==> src/common/wake_pkg.sv <==
// Constants shared by the link-on notifier and its request serialiser.
// Assumes a single 20 MHz clock and APB access to the register file.
package wake_pkg;
    localparam int unsigned CLK_HZ = 20_000_000;
    localparam int unsigned WAKE_PERIOD_CYCLES = 8;
    localparam int unsigned WAKE_HALF_CYCLES = WAKE_PERIOD_CYCLES / 2;
    localparam int unsigned POWER_TIMEOUT_MS = 167;
    localparam int unsigned POWER_TIMEOUT_CYCLES = POWER_TIMEOUT_MS * (CLK_HZ / 1000);
    localparam int unsigned TIMER_W = 22;
    localparam logic [2:0] MAX_POWER_CLASS = 3'h4;

    localparam logic [11:0] CTRL_ADDR = 12'h000;
    localparam logic [11:0] STATUS_ADDR = 12'h004;
    localparam logic [11:0] MASK_ADDR = 12'h008;
    localparam logic [11:0] STATE_ADDR = 12'h00c;
    localparam logic [11:0] REQ_ADDR = 12'h010;
    localparam logic [11:0] PMCSR_ADDR = 12'h048;

    localparam int unsigned CTRL_LINK_CTRL_BIT = 0;
    localparam int unsigned CTRL_RESUME_EN_BIT = 1;
    localparam int unsigned CTRL_LINK_INIT_BIT = 2;
    localparam int unsigned CTRL_CLASS_LSB = 4;
    localparam logic [2:0] CTRL_CLASS_RESET = 3'h0;

    localparam int unsigned EV_PORT = 0;
    localparam int unsigned EV_CFG_TIMEOUT = 1;
    localparam int unsigned EV_CABLE_POWER = 2;
    localparam int unsigned EV_STATE_TIMEOUT = 3;
    localparam int unsigned EV_NOTIFY_START = 4;
    localparam int unsigned EV_W = 5;
    localparam logic [4:0] MASK_RESET = 5'h00;

    localparam int unsigned PM_STATE_LSB = 0;
    localparam int unsigned PM_EVENT_BIT = 15;
    localparam logic [1:0] PM_D0 = 2'h0;
    localparam logic [1:0] PM_D2 = 2'h2;
    localparam logic [1:0] PM_D3 = 2'h3;

    localparam int unsigned REQ_W = 8;
    localparam logic [3:0] REQ_FRAME_BITS = 4'h9;
endpackage

==> src/design/service_request_tx.sv <==
// Serialiser for link service requests: a start bit, then the request word MSB first.
// Assumes start is a one-cycle pulse; a start while busy is ignored.
`timescale 1ns/10ps
module service_request_tx (
    input wire logic pclk,
    input wire logic presetn,
    input wire logic start,
    input wire logic [wake_pkg::REQ_W-1:0] word,
    output logic service_request_out,
    output logic busy
);
    typedef enum logic [0:0] {TX_IDLE = 1'b0, TX_SHIFT = 1'b1} tx_state_t;
    typedef struct packed {
        tx_state_t st;
        logic [3:0] left;
        logic [wake_pkg::REQ_W:0] sh;
        logic line;
    } tx_t;
    tx_t q, d;

    always_comb begin
        d = q;
        case (q.st)
            TX_IDLE: begin
                d.line = 1'b0;
                if (start) begin
                    d.st = TX_SHIFT;
                    d.sh = {1'b1, word};
                    d.left = wake_pkg::REQ_FRAME_BITS;
                end
            end
            TX_SHIFT: begin
                d.line = q.sh[wake_pkg::REQ_W];
                d.sh = {q.sh[wake_pkg::REQ_W-1:0], 1'b0};
                d.left = q.left - 4'h1;
                if (q.left == 4'h1) begin
                    d.st = TX_IDLE;
                end
            end
            default: d.st = TX_IDLE;
        endcase
    end

    always_ff @(posedge pclk or negedge presetn) begin
        if (!presetn) begin
            q <= '0;
        end else begin
            q <= d;
        end
    end

    assign service_request_out = q.line;
    assign busy = (q.st == TX_SHIFT);
endmodule

==> src/design/link_on_notifier.sv <==
// Link-on notifier: physical-side wake generator and link-side power event capture.
// Assumes APB from a single master on pclk; event inputs are one-cycle pulses.
`timescale 1ns/10ps
module link_on_notifier #(
    parameter int unsigned POWER_TIMEOUT = wake_pkg::POWER_TIMEOUT_CYCLES
) (
    input wire logic pclk,
    input wire logic presetn,
    input wire logic psel,
    input wire logic penable,
    input wire logic pwrite,
    input wire logic [11:0] paddr,
    input wire logic [31:0] pwdata,
    output logic [31:0] prdata,
    output logic pready,
    output logic pslverr,
    input wire logic link_power_status,
    input wire logic link_on_packet_rx,
    input wire logic bus_reset,
    input wire logic port_event_irq,
    input wire logic config_timeout_irq,
    input wire logic cable_power_irq,
    input wire logic state_timeout_irq,
    input wire logic wake_notify_in,
    output logic wake_notify_out,
    output logic wake_notify_oe_n,
    output logic service_request_out,
    output logic irq
);
    typedef struct packed {
        logic link_control_bit;
        logic resuming_port_irq_en;
        logic link_init;
        logic [2:0] pclass;
        logic [wake_pkg::EV_W-1:0] status;
        logic [wake_pkg::EV_W-1:0] mask;
        logic [1:0] pm_state;
        logic power_event_status;
        logic notify;
        logic pkt;
        logic pwr_pend;
        logic [1:0] div;
        logic wave;
        logic oe_n;
        logic [wake_pkg::TIMER_W-1:0] timer;
        logic sync1;
        logic sync2;
        logic sync3;
        logic [31:0] rdata;
        logic err;
    } state_t;
    state_t q, d;

    localparam logic [wake_pkg::TIMER_W-1:0] TIMEOUT_LAST = wake_pkg::TIMER_W'(POWER_TIMEOUT - 1);
    localparam logic [1:0] HALF_LAST = 2'(wake_pkg::WAKE_HALF_CYCLES - 1);

    function automatic logic known_addr(input logic [11:0] a);
        return a == wake_pkg::CTRL_ADDR || a == wake_pkg::STATUS_ADDR || a == wake_pkg::MASK_ADDR ||
            a == wake_pkg::STATE_ADDR || a == wake_pkg::REQ_ADDR || a == wake_pkg::PMCSR_ADDR;
    endfunction

    logic setup, wr, link_inactive, irq_cause, pwr_ok, start, timeout, drop, honour, wake_edge;
    logic req_busy;
    logic [wake_pkg::EV_W-1:0] ev_set;

    assign setup = psel && !penable;
    assign wr = psel && penable && pwrite;
    assign link_inactive = !link_power_status || !q.link_control_bit;
    assign irq_cause = q.status[wake_pkg::EV_PORT] ||
        (q.resuming_port_irq_en && (q.status[wake_pkg::EV_CFG_TIMEOUT] ||
        q.status[wake_pkg::EV_CABLE_POWER] || q.status[wake_pkg::EV_STATE_TIMEOUT]));
    // The timeout cycle must not count as a power cause, or the timeout could never end notification.
    assign pwr_ok = q.pwr_pend && !timeout && (q.pclass <= wake_pkg::MAX_POWER_CLASS);
    assign start = link_on_packet_rx || irq_cause || pwr_ok;
    assign timeout = q.notify && q.pwr_pend && (q.timer == TIMEOUT_LAST);
    assign drop = (bus_reset && !irq_cause && !pwr_ok && !link_on_packet_rx) ||
        (timeout && !irq_cause && !q.pkt);
    assign honour = (q.pm_state == wake_pkg::PM_D2) || (q.pm_state == wake_pkg::PM_D3) ||
        (q.pm_state == wake_pkg::PM_D0 && !q.link_init);
    assign wake_edge = q.sync2 && !q.sync3;
    assign ev_set = {link_inactive && start && !q.notify, state_timeout_irq, cable_power_irq,
        config_timeout_irq, port_event_irq};

    always_comb begin
        d = q;
        d.oe_n = 1'b0;
        d.sync1 = wake_notify_in;
        d.sync2 = q.sync1;
        d.sync3 = q.sync2;
        d.status = q.status | ev_set;
        if (honour && wake_edge) begin
            d.power_event_status = 1'b1;
        end
        if (setup) begin
            d.err = !known_addr(paddr);
            d.rdata = 32'h0;
            case (paddr)
                wake_pkg::CTRL_ADDR: begin
                    d.rdata[wake_pkg::CTRL_LINK_CTRL_BIT] = q.link_control_bit;
                    d.rdata[wake_pkg::CTRL_RESUME_EN_BIT] = q.resuming_port_irq_en;
                    d.rdata[wake_pkg::CTRL_LINK_INIT_BIT] = q.link_init;
                    d.rdata[wake_pkg::CTRL_CLASS_LSB +: 3] = q.pclass;
                end
                wake_pkg::STATUS_ADDR: d.rdata[wake_pkg::EV_W-1:0] = q.status;
                wake_pkg::MASK_ADDR: d.rdata[wake_pkg::EV_W-1:0] = q.mask;
                wake_pkg::STATE_ADDR: d.rdata[5:0] = {req_busy, q.sync3, q.wave, q.pkt, q.pwr_pend, q.notify};
                wake_pkg::PMCSR_ADDR: begin
                    d.rdata[wake_pkg::PM_STATE_LSB +: 2] = q.pm_state;
                    d.rdata[wake_pkg::PM_EVENT_BIT] = q.power_event_status;
                end
                default: d.rdata = 32'h0;
            endcase
        end
        if (wr) begin
            case (paddr)
                wake_pkg::CTRL_ADDR: begin
                    d.link_control_bit = pwdata[wake_pkg::CTRL_LINK_CTRL_BIT];
                    d.resuming_port_irq_en = pwdata[wake_pkg::CTRL_RESUME_EN_BIT];
                    d.link_init = pwdata[wake_pkg::CTRL_LINK_INIT_BIT];
                    d.pclass = pwdata[wake_pkg::CTRL_CLASS_LSB +: 3];
                end
                wake_pkg::STATUS_ADDR: d.status = (q.status & ~pwdata[wake_pkg::EV_W-1:0]) | ev_set;
                wake_pkg::MASK_ADDR: d.mask = pwdata[wake_pkg::EV_W-1:0];
                wake_pkg::PMCSR_ADDR: begin
                    d.pm_state = pwdata[wake_pkg::PM_STATE_LSB +: 2];
                    if (pwdata[wake_pkg::PM_EVENT_BIT] && !(honour && wake_edge)) begin
                        d.power_event_status = 1'b0;
                    end
                end
                default: d.err = q.err;
            endcase
        end
        if (!link_inactive) begin
            d.notify = 1'b0;
            d.pkt = 1'b0;
            d.pwr_pend = 1'b0;
        end else begin
            if (link_on_packet_rx) begin
                d.pkt = 1'b1;
            end else if (bus_reset) begin
                d.pkt = 1'b0;
            end
            if (timeout) begin
                d.pwr_pend = 1'b0;
            end
            d.notify = start || (q.notify && !drop);
        end
        if (q.notify && q.pwr_pend && !timeout) begin
            d.timer = q.timer + 1'b1;
        end else begin
            d.timer = '0;
        end
        if (!d.notify) begin
            d.div = 2'h0;
            d.wave = 1'b0;
        end else begin
            d.div = q.div + 2'h1;
            if (!q.notify || q.div == HALF_LAST) begin
                d.wave = !q.notify || !q.wave;
                d.div = 2'h0;
            end
        end
    end

    always_ff @(posedge pclk or negedge presetn) begin
        if (!presetn) begin
            q <= '0;
            q.oe_n <= 1'b1;
            q.pwr_pend <= 1'b1;
            q.pclass <= wake_pkg::CTRL_CLASS_RESET;
            q.mask <= wake_pkg::MASK_RESET;
            // The pin is pulled high while it floats in reset, so the synchroniser starts high.
            q.sync1 <= 1'b1;
            q.sync2 <= 1'b1;
            q.sync3 <= 1'b1;
        end else begin
            q <= d;
        end
    end

    service_request_tx u_req (
        .pclk(pclk),
        .presetn(presetn),
        .start(wr && paddr == wake_pkg::REQ_ADDR),
        .word(pwdata[wake_pkg::REQ_W-1:0]),
        .service_request_out(service_request_out),
        .busy(req_busy)
    );

    assign pready = psel && penable;
    assign prdata = q.rdata;
    assign pslverr = psel && penable && q.err;
    assign wake_notify_out = q.wave;
    assign wake_notify_oe_n = q.oe_n;
    assign irq = |(q.status & q.mask);
endmodule

==> config.mk <==
export PLATFORM = sky130hd
export DESIGN_NAME = link_on_notifier
export DESIGN_NICKNAME = d
export VERILOG_FILES = /design/src/common/wake_pkg.sv /design/src/design/service_request_tx.sv /design/src/design/link_on_notifier.sv
export SDC_FILE = /design/constraint.sdc
export NUM_CORES = 1
export LEC_CHECK = 0
export ABC_AREA = 1
export BUFFER_PORTS_ARGS = -buffer_cell sky130_fd_sc_hd__buf_4
export CORE_MARGIN = 5
export CORE_UTILIZATION = 34
export CTS_BUF_LIST = sky130_fd_sc_hd__clkbuf_8 sky130_fd_sc_hd__clkbuf_16
export CTS_CLUSTER_DIAMETER = 40
export DETAILED_ROUTE_END_ITERATION = 12
export GPL_TIMING_DRIVEN = 0
export SLEW_MARGIN = 20
export SYNTH_ARGS = -nofsm -noshare
export SYNTH_HDL_FRONTEND = slang
export SYNTH_SLANG_ARGS = --single-unit
==> constraint.sdc <==
create_clock -name pclk -period 1.59 [get_ports pclk]
set_input_delay 0.2385 -clock pclk [delete_from_list [all_inputs] [get_ports pclk]]
set_output_delay 0.2385 -clock pclk [all_outputs]
set_load 0.01 [all_outputs]
==> results of run 1 <==
[worst max-delay path by stage]
stage	endpoint	cells past startpoint	start	slack, ns
3_5_place_dp	q[42]	9	q[36]	-0.21
2_1_floorplan	q[42]	9	q[36]	0.08
6_report	q[51]	10	q[36]	0.05
4_1_cts	q[51]	10	q[36]	0.0004
5_1_grt	q[51]	10	q[36]	-0.04
3_3_place_gp	q[42]	9	q[36]	-0.21
[cells by family after synthesis]
| group | count (synthesis) | synth area share |
|---|---|---|
| simple gates | 245 | 0.278 |
| buf+inv | 100 | 0.126 |
| flops | 75 | 0.470 |
| compound gates | 67 | 0.0956 |
| xor+xnor | 6 | 0.0131 |
| fa+ha+maj | 4 | 0.0125 |
| other cells | 1 | 0.000936 |
| mux | 1 | 0.00375 |
[registers in the layout (all words and copies together) (netlist names)]
signal	flops
d	2
prdata	8
q	48
u_req.busy	1
u_req.q	13
u_req.service_request_out	1
wake_notify_oe_n	1
wake_notify_out	1
[layout by cell type (no fill, tap or decap), types with 4 or more instances in the layout]
master and instances:
nor2_1 48, inv_1 55, nand4_1 7, dfrtp_1 69, o211ai_1 5, dfstp_2 5, conb_1 25, xor2_1 5
a21oi_1 19, clkbuf_16 9, nor2_2 8, nand2_1 108, o21bai_1 4, o21ai_1 8, nand2_2 7, nand3_2 4
inv_2 9, nor3_1 15, nor2_4 7, nand3_1 34, buf_4 86, o21ai_0 18, o22ai_1 4
[through the flow]
stage	cell area [sq um]	setup TNS (ns)	hold WS [ns]
floorplan	4100	0	-0.0571
global placement	4630	-3.44	0.345
detailed placement	4630	-3.43	0.349
CTS	5010	0	0.0939
global route	5120	-0.352	0.0984
finish	5120	0	0.102
[repair_timing]
item | in CTS | in global routing
setup endpoints to repair | 22 | 27
resized for setup | 6 | 13
endpoints found under the hold margin | 1 | 28
cloned | 1 | 0
pin swaps | 5 | 5
setup buffers | 5 | 3
hold buffers | 1 | 1
[where the power goes]
| part | switching, mW | total (mW) | internal, mW | leakage (nW) |
|---|---|---|---|---|
| Clock | 0.869 | 2.11 | 1.24 | 0.149 |
| Combinational | 0.432 | 0.816 | 0.384 | 1.51 |
| Sequential | 0.144 | 2.18 | 2.03 | 0.969 |
[layer usage]
| metal | up-vias | global-route usage | wire, microns |
|---|---|---|---|
| li1 | 1751 | - | - |
| met1 | 1636 | 0.191 | 4470 |
| met2 | 116 | 0.217 | 4470 |
| met3 | 15 | 0.0420 | 659 |
| met4 | 0 | 0.0588 | 163 |
| met5 | - | 0 | 0 |
[area by class of cell]
type                            instances  area (sq um)  area share
Multi-Input combinational cell        348          1770       0.345
Buffer                                 36           264      0.0516
Inverter                               64           240      0.0469
Clock buffer                            9           225      0.0440
Timing Repair Buffer                   59           475      0.0929
Tap cell                              143           179      0.0350
Sequential cell                        75          1880       0.368
Clock inverter                          7          83.8      0.0164
[critical path, stage by stage (launching register included)]
cell and delay [ns]:
dfrtp_1 0.42, buf_6 0.13, nand3_4 0.10, nor2_4 0.14
nand2_2 0.09, nor2_4 0.11, nand2_2 0.08, nor2_4 0.15
nand3_1 0.10, nand2_1 0.07, nor2_1 0.04
==> impl_metrics.toml, run 1 <==
[cts]
path_clk_slew_ns = 0.06
htreeDepth = 3
numCtsBuffers = 9
cts_tree = "built"
clock_latency_ns = 0.34
cts-root-buf = "clkbuf_16"
cts.sinks = 75
cts_buffer_depth = 2

[min_path]
hp-start = "state_timeout_irq"
holdPathEnd = "q[76]"
hold_class = "primary input to register"
holdPathStages = 2

[finish]
final_util = 0.446
fill_cells = 1126
diodes = 0
fin_nets = 654
final_cells = 741
drive_gt1_frac = 0.258
area_growth_pct = 27.8

[worst_setup_path]
path_max_fanout = 6
critPathRequiredTime_ns = 1.82
cp.arrival_ns = 1.77
endpoint_kind = "register"
critPathLaunchType = "register"
r2r_setup_slack_ns = 0.05
critPathKind = "register to register"
reg2reg_from = "q[36]"
reg2reg_depth = 10
r2r_end = "q[51]"

[pwr]
peakVddDrop_v = 0.000422
cellPowerDensity_nw_per_um2 = 997
p_leak_nw = 2.62
total_power_mw = 5.10

[placement]
port_buffers = 47
dp_slack_ns = -0.213
hpwl_mm = 7.10
gp_congestion = 0.892
dp.cells = 713

[die]
die_y_microns = 119
ios = 95
rows = 39
fp.dieArea_sq_um = 14100
die_w_microns = 119
core_sq_um = 11500
initial_core_util = 0.349

[synthesis]
yosysUniqueCellTypes = 39
synth_top_cells_by_count = "109 x nand2_1, 70 x dfrtp_1, 57 x inv_1, 50 x nor2_1, 36 x nand3_1"
yosysTopAreaCell = "dfrtp_1"
async_flop_share = 1.00
synth-edff-count = 0
netlist_top_cells_area = "dfrtp_1 44%, nand2_1 10%, buf_4 6.0%"
syn-cell-area_sq_um = 4010
synthMostInstantiatedCell = "nand2_1"
yosysWarningCount = 0
syn_area_per_cell_sq_um = 8.03
synth-seq-cells = 75
syn_inst = 499
ys.flop_type = "dfrtp_1"
synth.top_cell.area_share = 0.437
yosysSeqAreaShare = 0.470

[status]
status = "finished, final reports clean"

[global_routing]
antenna_found_initial = 0
grt_max_degree = 76
gr-total-overflow = 0
first_global_vias = 3434
grt_use_total = 0.143
grt_pass1_wl_mm = 16.5

[timing]
worst_pin_slew_ns = 0.626
worst_slack_ns = 0.0477
min_period_ns = 1.54
fmax_mhz = 648
hold_viol_final = 0
post-route-period-util = 0.970
rsz0062_at_grt = "yes"
max_slew_margin = 0.579
setup_viol = 0
finalClockSkew_ns = 0.0111
drv_slew = 0

[routing]
wire_per_inst_microns = 13.2
drtIter0Drc = 138
vias = 3518
avgViaCountPerCell = 4.75
drc = 0
drtPass1Iterations = 5
drt_wl_total_mm = 9.76
ant_nets = 0

[job]
drv_cap = 0
(Power assumes the default switching activity.)
==> inputs of run 2 (changes only) <==
--- a/config.mk
+++ b/config.mk
@@ -16,4 +16,5 @@
 export SLEW_MARGIN = 20
 export SYNTH_ARGS = -nofsm -noshare
 export SYNTH_HDL_FRONTEND = slang
+export SYNTH_HIERARCHICAL = 1
 export SYNTH_SLANG_ARGS = --single-unit
==> impl_metrics.toml, run 2 <==
[status]
status = "finished, final reports clean"

[placement]
place_area_sq_um = 4740
hpwl_mm = 7.33
port_buffers = 47
dp_slack_ns = -0.347
gp_congestion = 0.840
dp.cells = 726

[synthesis]
synth-edff-count = 0
synth.top_cell.area_share = 0.426
synth_top_cells_by_count = "114 x nand2_1, 70 x dfrtp_1, 62 x nor2_1, 58 x inv_1, 34 x nand3_1"
netlist_top_cells_area = "dfrtp_1 43%, nand2_1 10%, buf_4 6.0%"
synthMostInstantiatedCell = "nand2_1"
yosysSeqAreaShare = 0.458
ys.flop_type = "dfrtp_1"
syn_inst = 508
yosysWarningCount = 6
syn-cell-area_sq_um = 4110
syn_area_per_cell_sq_um = 8.09
yosysUniqueCellTypes = 44
async_flop_share = 1.00
yosysTopAreaCell = "dfrtp_1"
synth-seq-cells = 75

[pwr]
cellPowerDensity_nw_per_um2 = 930
seq_power_share = 0.457
total_power_mw = 4.82
peakVddDrop_v = 0.000520
clkPwrFrac = 0.372
p_sw_frac = 0.284
switchingPower_mw = 1.37
p_comb_frac = 0.170
p_leak_nw = 2.66
p_int_mw = 3.45

[worst_setup_path]
critPathKind = "register to output pin"
slowest_delay_ns = 0.39
path_cells = "nand2_1 > nand2_1 > a221oi_2 > nand2_1 > buf_6"
critPathLaunchType = "register"
critPathRequiredTime_ns = 1.35
endpoint_kind = "output pin"
path_max_fanout = 3
critPathMostFrequentCell = "nand2_1"
cp.arrival_ns = 1.30
slowest_stage = "dfrtp_1"

[finish]
final_cell_mix = "114 x nand2_1, 85 x buf_4, 69 x dfrtp_1, 59 x inv_1, 57 x nor2_1"
diodes = 0
final_cells = 751
largest_reg_flops = 48
final_util = 0.435
drive_gt1_frac = 0.273
fin_nets = 660
area_growth_pct = 26.1
layout_commonest_cell = "nand2_1"
stdcell_area_sq_um = 5180
fill_cells = 1215
top_register = "q"

[timing]
max_slew_margin = 0.381
rsz0062_at_grt = "yes"
whs_ns = 0.0421
hold_viol_final = 0
worst_pin_slew_ns = 0.928
fmax_mhz = 650
drv_slew = 0
worst_slack_ns = 0.0523
min_period_ns = 1.54
tns_ns = 0
setup_viol = 0
post-route-period-util = 0.967
finalClockSkew_ns = 0.00642

[cts]
numCtsBuffers = 9
path_clk_slew_ns = 0.06
cts_buffer_depth = 2
clock_latency_ns = 0.33
cts-root-buf = "clkbuf_16"
cts_tree = "built"
cts.sinks = 75
htreeDepth = 3

[die]
die_w_microns = 120
core_sq_um = 11900
die_y_microns = 120
ios = 95
fp.dieArea_sq_um = 14400
initial_core_util = 0.345
rows = 40

[global_routing]
grt_max_degree = 76
grt_use_total = 0.139
grt_pass1_wl_mm = 16.2
antenna_found_initial = 0
first_global_vias = 3396
gr-total-overflow = 0

[routing]
vias = 3466
drt_wl_total_mm = 9.68
wire_per_inst_microns = 12.9
drtPass1Iterations = 4
drc = 0
ant_nets = 0
drtIter0Drc = 217
avgViaCountPerCell = 4.62

[job]
drv_cap = 0

[min_path]
hold_class = "primary input to asynchronous set/reset pin"
-- run 2: cell count changes in the layout (fill, tap and decap cells not counted), sizes merged, moves of 3 or more --
cell / previous run / this run
nor2: 63 / 73
xnor2: 1 / 4
a21oi: 19 / 9
nor3: 15 / 20
nand2: 115 / 125
o21ai: 27 / 21
nand3: 39 / 36
-- run 2: cell type report --
cell class | instances | area, sq um | share of cell area
clock inverters | 7 | 40.0 | 0.00772
clock buffers | 9 | 225 | 0.0434
inverters | 65 | 250 | 0.0483
plain buffers | 37 | 285 | 0.0550
well taps | 147 | 184 | 0.0355
repair buffers | 56 | 428 | 0.0825
multi-input cells | 355 | 1890 | 0.364
flip-flops and latches | 75 | 1880 | 0.363
-- run 2: worst paths after layout --
| kind | startpoint | endpoint | slack, ns | depth (start not counted) |
|---|---|---|---|---|
| max in group asynchronous | presetn | q[49] | 0.92 | 1 |
| max | q[68] | irq | 0.05 | 5 |
| min in group pclk | cable_power_irq | q[75] | 0.10 | 2 |
| min reg2reg | d[34] | d[33] | 0.36 | 0 |
| min | presetn | q[51] | 0.04 | 1 |
| max reg2reg | q[37] | q[45] | 0.06 | 8 |
-- run 2: cells by family (layout without fill, tap and decap cells) --
group,after synthesis,after routing,share of synthesized area
AO/OA/AOI/OAI,50,50,0.0749
XOR/XNOR,9,9,0.0192
adder cells (fa/ha/maj),4,4,0.0122
buffers and inverters,102,174,0.129
flip-flops,75,75,0.458
multiplexers,1,1,0.00365
other,1,25,0.000912
AND/OR/NAND/NOR,266,266,0.302
-- run 2: worst max-delay path: cells and delay by family, from the launching register on --
kind | cells | cell delay [ns]
DFF | 1 | 0.39
and+or+nand+nor | 3 | 0.25
AOI/OAI and AO/OA | 1 | 0.19
buffers and inverters | 1 | 0.14
-- run 2: timing repair --
action,CTS,global route
gates resized for setup,7,19
endpoints found under the hold margin,1,0
pin swaps,2,7
cloned,1,0
endpoints found under the setup margin,26,32
hold buffers,1,0
buffers inserted,2,5
-- run 2: per-layer routing --
layer	routed length [microns]	up-vias	part of all wire	track usage
li1	-	1742	-	-
met1	4220	1639	0.44	0.178
met2	4880	74	0.50	0.229
met3	476	11	0.049	0.0415
met4	103	0	0.011	0.0372
met5	0	-	0	0
-- run 2: power groups by stage --
stage | Sequential, mW | Combinational, mW | Clock [mW]
2_1_floorplan | 2.19 | 0.488 | 0
3_3_place_gp | 2.21 | 0.689 | 0
3_5_place_dp | 2.22 | 0.710 | 0
4_1_cts | 2.19 | 0.743 | 1.85
5_1_grt | 2.22 | 0.912 | 1.94
6_report | 2.20 | 0.821 | 1.80
==> inputs of run 3 (changes only) <==
--- a/config.mk
+++ b/config.mk
@@ -7,7 +7,7 @@
 export LEC_CHECK = 0
 export ABC_AREA = 1
 export BUFFER_PORTS_ARGS = -buffer_cell sky130_fd_sc_hd__buf_4
-export CORE_MARGIN = 5
+export CORE_MARGIN = 8
 export CORE_UTILIZATION = 34
 export CTS_BUF_LIST = sky130_fd_sc_hd__clkbuf_8 sky130_fd_sc_hd__clkbuf_16
 export CTS_CLUSTER_DIAMETER = 40
==> impl_metrics.toml, run 3 (synthesis results as in run 2) <==
[cts]
htreeDepth = 3
clock_latency_ns = 0.34
cts_buffer_depth = 2
numCtsBuffers = 9
cts.sinks = 75
cts_tree = "built"
cts-root-buf = "clkbuf_16"
path_clk_slew_ns = 0.06

[timing]
setup_viol = 0
post-route-period-util = 0.957
drv_slew = 0
min_period_ns = 1.52
worst_pin_slew_ns = 0.952
finalClockSkew_ns = 0.00756
fmax_mhz = 657
max_slew_margin = 0.366
rsz0062_at_grt = "yes"
hold_viol_final = 0

[finish]
layout_commonest_cell = "nand2_1"
fin_nets = 659
final_cell_mix = "113 x nand2_1, 85 x buf_4, 67 x dfrtp_1, 60 x inv_1, 57 x nor2_1"
area_growth_pct = 27.1
largest_reg_flops = 48
stdcell_area_sq_um = 5220
top_register = "q"
drive_gt1_frac = 0.272
diodes = 0
final_util = 0.439

[routing]
drtPass1Iterations = 5
wire_per_inst_microns = 13.3
drc = 0
vias = 3423
drt_wl_total_mm = 9.95
drtIter0Drc = 219
ant_nets = 0
avgViaCountPerCell = 4.56

[global_routing]
grt_pass1_wl_mm = 16.5
grt_max_degree = 76
grt_use_total = 0.128
antenna_found_initial = 0
gr-total-overflow = 0
first_global_vias = 3454

[worst_setup_path]
r2r_end = "q[56]"
path_max_fanout = 3
critPathKind = "register to output pin"
cp.arrival_ns = 1.28
reg2reg_depth = 8
cp-startpoint = "q[69]"
endpoint_kind = "output pin"
reg2reg_from = "q[37]"
critPathLaunchType = "register"
r2r_setup_slack_ns = 0.08
critPathRequiredTime_ns = 1.35

[die]
core_sq_um = 11900
ios = 95
fp.dieArea_sq_um = 15900
initial_core_util = 0.345
die_y_microns = 126
die_w_microns = 126
rows = 40

[pwr]
peakVddDrop_v = 0.000533
p_leak_nw = 2.69
cellPowerDensity_nw_per_um2 = 1020
seq_power_share = 0.415
p_sw_frac = 0.259
switchingPower_mw = 1.38
p_comb_frac = 0.153
clkPwrFrac = 0.432
p_int_mw = 3.94

[placement]
gp_congestion = 0.861
place_area_sq_um = 4740
hpwl_mm = 7.44
port_buffers = 47

[status]
status = "finished, final reports clean"

[min_path]
hold_class = "primary input to asynchronous set/reset pin"

[job]
drv_cap = 0
run 3: cell types whose count changed in the layout (fill, tap and decap cells not counted), sizes merged:
cell      previous run  this run
buf                 91        90
bufinv               0         3
clkinv               4         2
clkinvlp             2         0
inv                 66        67
run 3: power by group through the flow:
| stage | clock (mW) | sequential, mW | combinational, mW |
|---|---|---|---|
| 2_1_floorplan | 0 | 2.19 | 0.488 |
| 3_3_place_gp | 0 | 2.21 | 0.690 |
| 3_5_place_dp | 0 | 2.22 | 0.703 |
| 4_1_cts | 2.35 | 2.19 | 0.735 |
| 5_1_grt | 2.43 | 2.22 | 0.904 |
| 6_report | 2.30 | 2.21 | 0.816 |
run 3: worst max-delay path, cell delays in order, from the launching register on:
cell	delay, ns
dfrtp_1	0.40
nand2_1	0.07
nand2_1	0.06
a221oi_2	0.17
nand2_1	0.11
buf_6	0.14
run 3: timing repair:
item,CTS,global route
gates resized for setup,7,17
setup endpoints to repair,30,22
setup buffers,2,4
gates cloned,0,1
hold buffers,1,0
endpoints found under the hold margin,1,0
pin swaps,2,8
run 3: per-stage QoR:
step           setup TNS [ns]  setup WS [ns]  hold slack (ns)  power (mW)  cells
5_1_grt               -0.0721        -0.0285           0.0881        5.56    750
3_3_place_gp            -4.44         -0.367            0.347        2.90    726
2_1_floorplan               0          0.118          -0.0571        2.68    532
3_5_place_dp            -5.13         -0.366            0.348        2.92    726
6_report                    0         0.0688           0.0367        5.32    750
4_1_cts                     0         0.0189           0.0838        5.28    745
run 3: layout make-up:
cell class | instances | area, sq um
Buffer | 37 | 285
Clock buffer | 9 | 225
Clock inverter | 7 | 110
Fill cell | 1221 | 6690
Inverter | 65 | 251
Multi-Input combinational cell | 355 | 1860
Sequential cell | 75 | 1890
Tap cell | 147 | 184
Timing Repair Buffer | 55 | 417
run 3: worst max path at each step:
stage,endpoint,slack [ns],cells past startpoint
2_1_floorplan,u_req/q[2],0.12,9
3_3_place_gp,u_req/q[2],-0.37,10
3_5_place_dp,u_req/q[2],-0.37,10
4_1_cts,wake_notify_out,0.02,10
5_1_grt,q[57],-0.03,8
6_report,irq,0.07,5
run 3: layer usage:
layer  global-route usage  share of wire
met2                0.216           0.50
met5                    0              0
met3               0.0422          0.042
met1                0.152           0.44
met4               0.0375          0.015
